### src/core/pwmo_pkg.sv
// Constants shared by the port with memory-bus override
package pwmo_pkg;

    localparam int PWMO_DATA_W = 8;
    localparam int PWMO_ADDR_W = 3;

    // Register map
    localparam logic [PWMO_ADDR_W-1:0] PWMO_OFS_PIN_LEVEL = 3'h0;
    localparam logic [PWMO_ADDR_W-1:0] PWMO_OFS_LATCH     = 3'h1;
    localparam logic [PWMO_ADDR_W-1:0] PWMO_OFS_DIRECTION = 3'h2;
    localparam logic [PWMO_ADDR_W-1:0] PWMO_OFS_NEIGHBOUR = 3'h3;
    localparam logic [PWMO_ADDR_W-1:0] PWMO_OFS_MEMCTL    = 3'h4;

    // Field positions
    localparam int PWMO_EXT_BUS_DISABLE_BIT = 7;
    localparam int PWMO_PULLUP_GLOBAL_BIT   = 5;

    // Reset values
    localparam logic [PWMO_DATA_W-1:0] PWMO_DIR_RESET       = 8'hff;
    localparam logic [PWMO_DATA_W-1:0] PWMO_LATCH_RESET     = 8'h00;
    localparam logic [PWMO_DATA_W-1:0] PWMO_NEIGHBOUR_RESET = 8'h00;
    localparam logic [PWMO_DATA_W-1:0] PWMO_MEMCTL_RESET    = 8'h80;
    localparam logic [PWMO_DATA_W-1:0] PWMO_ALL_ZERO        = 8'h00;
    localparam logic [PWMO_DATA_W-1:0] PWMO_ALL_ONE         = 8'hff;

    // Memory-bus control function on each pin
    localparam int PWMO_PIN_ADDR_LATCH  = 0;
    localparam int PWMO_PIN_OUT_ENABLE  = 1;
    localparam int PWMO_PIN_WRITE_LOW   = 2;
    localparam int PWMO_PIN_WRITE_HIGH  = 3;
    localparam int PWMO_PIN_BYTE_ADDR0  = 4;
    localparam int PWMO_PIN_CHIP_ENABLE = 5;
    localparam int PWMO_PIN_LOWER_BYTE  = 6;
    localparam int PWMO_PIN_UPPER_BYTE  = 7;

    // Who owns the pins
    typedef enum logic [1:0] {
        PWMO_OWN_GPIO   = 2'b01,
        PWMO_OWN_MEMBUS = 2'b10
    } pwmo_owner_type;

endpackage

### src/core/pwmo_pin_if.sv
// Pin control bundle between the register side and the pad logic
`timescale 1ns/1ps
interface pwmo_pin_if;
    logic [pwmo_pkg::PWMO_DATA_W-1:0] direction;
    logic [pwmo_pkg::PWMO_DATA_W-1:0] latch;
    logic [pwmo_pkg::PWMO_DATA_W-1:0] memCtrl;
    logic                             busOwned;
    logic                             pullGlobal;
    logic                             present;

    modport ctrl (output direction, latch, memCtrl, busOwned, pullGlobal, present);
    modport pad  (input  direction, latch, memCtrl, busOwned, pullGlobal, present);
endinterface

### src/core/pwmo_pad_drive.sv
// Output value and output enable of the eight pads
`timescale 1ns/1ps
module pwmo_pad_drive
    import pwmo_pkg::*;
(
    input  logic                   clk,
    input  logic                   reset_n,
    pwmo_pin_if.pad                pins,
    output logic [PWMO_DATA_W-1:0] padOut,
    output logic [PWMO_DATA_W-1:0] padOe
);

    // Memory bus wins over the direction bits; absent port never drives
    always_ff @(posedge clk or negedge reset_n)
    begin
        if (!reset_n)
        begin
            padOut <= PWMO_ALL_ZERO;
            padOe  <= PWMO_ALL_ZERO;
        end
        else if (!pins.present)
        begin
            padOut <= PWMO_ALL_ZERO;
            padOe  <= PWMO_ALL_ZERO;
        end
        else if (pins.busOwned)
        begin
            padOut <= pins.memCtrl;                     // [RULE_10]
            padOe  <= PWMO_ALL_ONE;                     // [RULE_05] [RULE_11]
        end
        else
        begin
            padOut <= pins.latch;                       // [RULE_02]
            padOe  <= ~pins.direction;                  // [RULE_02]
        end
    end

endmodule // pwmo_pad_drive

### src/core/pwmo_pullup_ctrl.sv
// Weak pull-up enables of the eight pads
`timescale 1ns/1ps
module pwmo_pullup_ctrl
    import pwmo_pkg::*;
(
    input  logic                   clk,
    input  logic                   reset_n,
    pwmo_pin_if.pad                pins,
    output logic [PWMO_DATA_W-1:0] padPullup
);

    // Registered like the drive path so pull-up and driver never overlap
    always_ff @(posedge clk or negedge reset_n)
    begin
        if (!reset_n)
            padPullup <= PWMO_ALL_ZERO;                 // [RULE_09]
        else if (!pins.present || !pins.pullGlobal || pins.busOwned)
            padPullup <= PWMO_ALL_ZERO;                 // [RULE_07]
        else
            padPullup <= pins.direction;                // [RULE_06] [RULE_08]
    end

endmodule // pwmo_pullup_ctrl

### src/core/pwmo_port.sv
// Eight-pin I/O port whose pins the memory bus can take over
//
// Operation
// RULE_01 - The port has eight two-way pins, one per bit of the pin level register.
// RULE_02 - Direction bit 0 drives the pin from its latch bit, 1 makes it a readable input.
// RULE_03 - After any reset every pin is an input.
// RULE_04 - Clearing the external bus disable bit hands all eight pins to the memory bus.
// RULE_05 - While the memory bus owns the pins the direction bits are ignored.
// RULE_06 - Every pin has a weak pull-up to hold inputs at a known level.
// RULE_07 - Clearing the global pull-up bit of the neighbour register turns all pull-ups off.
// RULE_08 - A pin configured as output has its pull-up switched off.
// RULE_09 - After any reset the pull-ups are off.
// RULE_10 - Bus mode maps pins 0..7 to latch, read, write low, write high, byte address, chip, lower and upper byte enables.
// RULE_11 - Each memory-bus function overrides ordinary I/O regardless of direction.
// RULE_12 - Writing either the pin level or the latch register loads the output latches.
// RULE_13 - In the small variant the port registers and pull-up bit are absent and read zero.
// RULE_14 - The latch register reads back latched values, the pin level register the pins.
`timescale 1ns/1ps
module pwmo_port
    import pwmo_pkg::*;
#(
    parameter bit PORT_PRESENT = 1'b1
)
(
    input  logic                   clk,
    input  logic                   reset_n,
    input  logic [PWMO_ADDR_W-1:0] regAddr,
    input  logic [PWMO_DATA_W-1:0] regWriteData,
    input  logic                   regWrite,
    input  logic                   regRead,
    output logic [PWMO_DATA_W-1:0] regReadData,
    input  logic [PWMO_DATA_W-1:0] memCtrl,
    output logic                   memBusOwned,
    input  logic [PWMO_DATA_W-1:0] padIn,
    output logic [PWMO_DATA_W-1:0] padOut,
    output logic [PWMO_DATA_W-1:0] padOe,
    output logic [PWMO_DATA_W-1:0] padPullup
);

    // Offsets that belong to the port itself and vanish in the small variant
    function automatic logic isPortReg(input logic [PWMO_ADDR_W-1:0] addr);
        isPortReg = (addr == PWMO_OFS_PIN_LEVEL) || (addr == PWMO_OFS_LATCH)
                 || (addr == PWMO_OFS_DIRECTION);
    endfunction

    // Either data register loads the latch
    function automatic logic isLatchWrite(input logic [PWMO_ADDR_W-1:0] addr);
        isLatchWrite = (addr == PWMO_OFS_PIN_LEVEL) || (addr == PWMO_OFS_LATCH);
    endfunction

    logic [PWMO_DATA_W-1:0] latch;
    logic [PWMO_DATA_W-1:0] direction;
    logic [PWMO_DATA_W-1:0] neighbour;
    logic [PWMO_DATA_W-1:0] memoryCtl;
    pwmo_owner_type         owner;
    pwmo_owner_type         next_owner;
    logic [PWMO_DATA_W-1:0] next_readData;
    logic                   memCtlWrite;
    logic                   afterReset;

    pwmo_pin_if pins ();

    assign memCtlWrite = regWrite && (regAddr == PWMO_OFS_MEMCTL);

    // Output latch
    always_ff @(posedge clk or negedge reset_n)
    begin
        if (!reset_n)
            latch <= PWMO_LATCH_RESET;
        else if (PORT_PRESENT && regWrite && isLatchWrite(regAddr))
            latch <= regWriteData;                      // [RULE_12]
    end

    // Direction bits; all inputs out of reset
    always_ff @(posedge clk or negedge reset_n)
    begin
        if (!reset_n)
            direction <= PWMO_DIR_RESET;                // [RULE_03]
        else if (PORT_PRESENT && regWrite && (regAddr == PWMO_OFS_DIRECTION))
            direction <= regWriteData;
    end

    // Neighbour register; only the pull-up bit matters to this port
    always_ff @(posedge clk or negedge reset_n)
    begin
        if (!reset_n)
            neighbour <= PWMO_NEIGHBOUR_RESET;          // [RULE_09]
        else if (regWrite && (regAddr == PWMO_OFS_NEIGHBOUR))
            neighbour <= regWriteData;
    end

    // Memory interface control; bus disabled out of reset
    always_ff @(posedge clk or negedge reset_n)
    begin
        if (!reset_n)
            memoryCtl <= PWMO_MEMCTL_RESET;
        else if (memCtlWrite)
            memoryCtl <= regWriteData;
    end

    // Ownership follows the disable bit in the same edge it is written
    always_comb
    begin
        next_owner = owner;
        if (memCtlWrite)
        begin
            if (regWriteData[PWMO_EXT_BUS_DISABLE_BIT])
                next_owner = PWMO_OWN_GPIO;
            else
                next_owner = PWMO_OWN_MEMBUS;           // [RULE_04]
        end
    end

    always_ff @(posedge clk or negedge reset_n)
    begin
        if (!reset_n)
            owner <= PWMO_OWN_GPIO;
        else
        begin
            case (owner)
                PWMO_OWN_GPIO:   owner <= next_owner;
                PWMO_OWN_MEMBUS: owner <= next_owner;
                default:         owner <= PWMO_OWN_GPIO;
            endcase
        end
    end

    // Read mux; absent port registers and the pull-up bit read zero
    always_comb
    begin
        next_readData = PWMO_ALL_ZERO;
        if (regRead)
        begin
            case (regAddr)
                PWMO_OFS_PIN_LEVEL: next_readData = padIn;      // [RULE_01] [RULE_14]
                PWMO_OFS_LATCH:     next_readData = latch;      // [RULE_14]
                PWMO_OFS_DIRECTION: next_readData = direction;
                PWMO_OFS_NEIGHBOUR: next_readData = neighbour;
                PWMO_OFS_MEMCTL:    next_readData = memoryCtl;
                default:            next_readData = PWMO_ALL_ZERO;
            endcase
            if (!PORT_PRESENT && isPortReg(regAddr))
                next_readData = PWMO_ALL_ZERO;          // [RULE_13]
            if (!PORT_PRESENT && (regAddr == PWMO_OFS_NEIGHBOUR))
                next_readData[PWMO_PULLUP_GLOBAL_BIT] = 1'b0;   // [RULE_13]
        end
    end

    // Data stands only in the cycle after the read strobe
    always_ff @(posedge clk or negedge reset_n)
    begin
        if (!reset_n)
            regReadData <= PWMO_ALL_ZERO;
        else
            regReadData <= next_readData;
    end

    assign pins.direction  = direction;
    assign pins.latch      = latch;
    assign pins.memCtrl    = memCtrl;
    assign pins.busOwned   = PORT_PRESENT && (owner == PWMO_OWN_MEMBUS);   // [RULE_04]
    assign pins.pullGlobal = neighbour[PWMO_PULLUP_GLOBAL_BIT];            // [RULE_07]
    assign pins.present    = PORT_PRESENT;
    assign memBusOwned     = pins.busOwned;

    pwmo_pad_drive u_drive
    (
        .clk     (clk),
        .reset_n (reset_n),
        .pins    (pins.pad),
        .padOut  (padOut),
        .padOe   (padOe)
    );

    pwmo_pullup_ctrl u_pullup
    (
        .clk       (clk),
        .reset_n   (reset_n),
        .pins      (pins.pad),
        .padPullup (padPullup)
    );

    // Marks the first edge after reset release, for checking only
    always_ff @(posedge clk or negedge reset_n)
    begin
        if (!reset_n)
            afterReset <= 1'b1;
        else
            afterReset <= 1'b0;
    end
endmodule // pwmo_port

### config.mk
export PLATFORM = sky130hd
export DESIGN_NAME = pwmo_port
export DESIGN_NICKNAME = d
export VERILOG_FILES = /design/src/core/pwmo_pkg.sv /design/src/core/pwmo_pin_if.sv /design/src/core/pwmo_pad_drive.sv /design/src/core/pwmo_pullup_ctrl.sv /design/src/core/pwmo_port.sv
export SDC_FILE = /design/constraint.sdc
export NUM_CORES = 1
export LEC_CHECK = 0
export BUFFER_PORTS_ARGS = -buffer_cell sky130_fd_sc_hd__buf_2
export CAP_MARGIN = 25
export CORE_ASPECT_RATIO = 0.75
export CORE_MARGIN = 3
export CORE_UTILIZATION = 50
export CTS_BUF_LIST = sky130_fd_sc_hd__clkbuf_4 sky130_fd_sc_hd__clkbuf_8
export CTS_CLUSTER_DIAMETER = 80
export DETAILED_ROUTE_END_ITERATION = 10
export PLACE_DENSITY = 0.78
export SLEW_MARGIN = 20
export SYNTH_ARGS = -nofsm -noshare
export SYNTH_HDL_FRONTEND = slang
export SYNTH_HIERARCHICAL = 1
export SYNTH_SLANG_ARGS = --single-unit
### constraint.sdc
create_clock -name clk -period 1.85 [get_ports clk]
set_clock_uncertainty 0.1 [all_clocks]
set_input_delay 0.185 -clock clk [delete_from_list [all_inputs] [get_ports clk]]
set_output_delay 0.185 -clock clk [all_outputs]
set_load 0.01 [all_outputs]
==> qor.txt <==
GRT Residual Overflow = 0
syn avg cell area = 13.3 µm²
GP Congestion = 0.813
Final Hold Fails = 0
Pre-antenna DRT Iters = 5
Fin Setup TNS = 0 ns
TritonCTS Buffers = 9
GRT Util Overall = 19.0%
Mapped Cells = 218
first-pass GRT wire length = 9.59 mm
buffers added on ports = 63
Seq/Total Area, Yosys = 57.2%
pwr/cell area = 1060 nW/µm²
DRT iter0 DRCs = 64
max cap viols = 0
top_reg_cell synth = dfrtp_1
Fmax achieved = 580 MHz
fin. max-slew vios = 0
vias per cell = 5.21
nets = 331
Post-synth EDFFs = 0
relative slew slack = 65.0%
Avg WL per Cell = 15.6 µm
n_diodes = 0
busiest grt layer = met2
Netlist cell types = 30
VDD IR max = 0.000579 V
CTS tree = built
most frequent cell after synthesis = dfrtp_1
vias in the first global route = 1936
crit path kind = flip-flop to output pin
drt total wl = 5.92 mm
crit path max fanout = 11
synth top area cells = dfrtp_1, mux2_2, dfstp_2
final antenna-violating net count = 0
status = finished clean
Worst EP arrival = 1.44 ns
die area = 6780 µm²
Warnings, synthesis = 6
ys async rst share = 100%
share of cells above drive strength 1 = 42.1%
Overall Power = 3790 µW
setup repair bufs after CTS = 0
hpwl dp = 4.11 mm
met1 Use GR = 26.1%
clock buffer depth = 2
initial antenna violation count = 0
CP Data Required Time = 1.56 ns
met2 Use GR = 27.4%
largest net degree at the start of global routing = 67
RSZ-0062 raised after global routing = false
synth cell count leaders = dfrtp_1, mux2_2, mux2i_1
row cnt = 23
final setup fails = 0
Initial Util = 52.9%
die boundary height = 72.1 µm
core area = 5500 µm²
clk root buf = clkbuf_8
CTS resizes = 0
Worst-Skew Late Latency = 0.34 ns
Worst-path clk slew = 0.07 ns
post-synth top area share = 48.2%
fin crit period = 1.72 ns
leakage power = 0.00173 µW
grt met3 use = 8.39%
synthesized area = 2910 µm²
synth-to-layout area growth = 22.8%
Worst-Margin Slew = 0.524 ns
CP Capture Type = output pin
Seq cells post-synth = 66
Hold Crit Class = primary input to flip-flop
H-tree depth = 3
clock sinks = 66
die width = 94.1 µm
fin crit share = 93.1%
# DRC = 0
Worst Setup Start Kind = flip-flop
vias post-DR = 1973
Fillers = 436
area leader, netlist = dfrtp_1
I/O Pins = 64
## cell type report
| class | count | area (µm²) | area share, % |
|---|---|---|---|
| clock inverter | 2 | 35.0 | 0.980 |
| timing repair buffer | 70 | 388 | 10.9 |
| sequential | 66 | 1660 | 46.6 |
| inverter | 11 | 41.3 | 1.16 |
| clock buffer | 14 | 180 | 5.04 |
| multi-input combinational | 141 | 1170 | 32.8 |
| tap | 75 | 93.8 | 2.63 |
## registers in the layout (all words and copies together) (netlist names)
| name | cells |
|---|---|
| u_pullup/padPullup | 8 |
| u_drive/padOut | 8 |
| owner | 2 |
| regReadData | 8 |
| latch | 8 |
| direction | 8 |
| memoryCtl | 8 |
| neighbour | 8 |
| u_drive/padOe | 8 |
## report_power, final
| group | switching, µW | internal (µW) |
|---|---|---|
| Sequential | 136 | 1730 |
| Combinational | 315 | 335 |
| Clock | 511 | 761 |
| Total | 962 | 2820 |
## through the flow
step	area, µm²	setup slack (ns)	utilization, %	hold slack, ns	std cells
2_1_floorplan	2960	0.443	-	-0.211	232
3_3_place_gp	3330	0.290	60.6	0.126	360
3_5_place_dp	3330	0.253	60.6	0.128	360
4_1_cts	3570	0.0974	65.0	0.000611	379
5_1_grt	3570	0.0562	65.0	0.0109	379
6_report	3570	0.127	65.0	0.00994	379
## cells by family (layout without fill, tap and decap cells)
family | Yosys count | in the layout | synth area share (%)
fa+ha+maj | 1 | 1 | 0.430
buf+inv | 25 | 97 | 4.34
flops | 66 | 66 | 57.2
mux | 48 | 48 | 17.8
compound gates | 36 | 36 | 8.60
simple gates | 41 | 41 | 11.5
other cells | 1 | 15 | 0.129
## layer usage
metal,part of all wire (%),vias to the layer above,wire [µm]
li1,-,924,-
met1,48,986,2820
met2,45,56,2690
met3,5.8,7,344
met4,0.93,0,55
met5,0,-,0
## final timing paths
| check | startpoint | endpoint | slack (ns) | depth (start not counted) |
|---|---|---|---|---|
| max | owner[0] | memBusOwned | 0.13 | 3 |
| min | memCtrl[2] | u_drive/padOut[2] | 0.01 | 3 |
| max reg2reg | owner[0] | u_drive/padOut[0] | 0.27 | 5 |
| min reg2reg | neighbour[7] | neighbour[7] | 0.40 | 2 |
| max in group asynchronous | reset_n | direction[4] | 1.03 | 3 |
| min in group asynchronous | reset_n | u_drive/padOe[1] | 0.29 | 3 |
## worst max-delay path, cell delays in order (launching register included)
cell and delay [ns]:
dfstp_2 0.52, inv_1 0.04, ha_1 0.33, buf_2 0.21
## cells in the final DEF (no fill, tap or decap), types with 9 or more instances in the layout
master and instances:
mux2i_1 17, mux2_2 31, buf_2 63, inv_1 10, a21oi_1 9, dfstp_2 10, clkbuf_8 12, nand3b_1 16
dfrtp_1 56, conb_1 15
## repair_timing
| action | CTS | global route |
|---|---|---|
| endpoints found under the hold margin | 58 | 0 |
| endpoints found under the setup margin | 0 | 0 |
| hold buffers | 3 | 0 |
(Power assumes the default switching activity.)
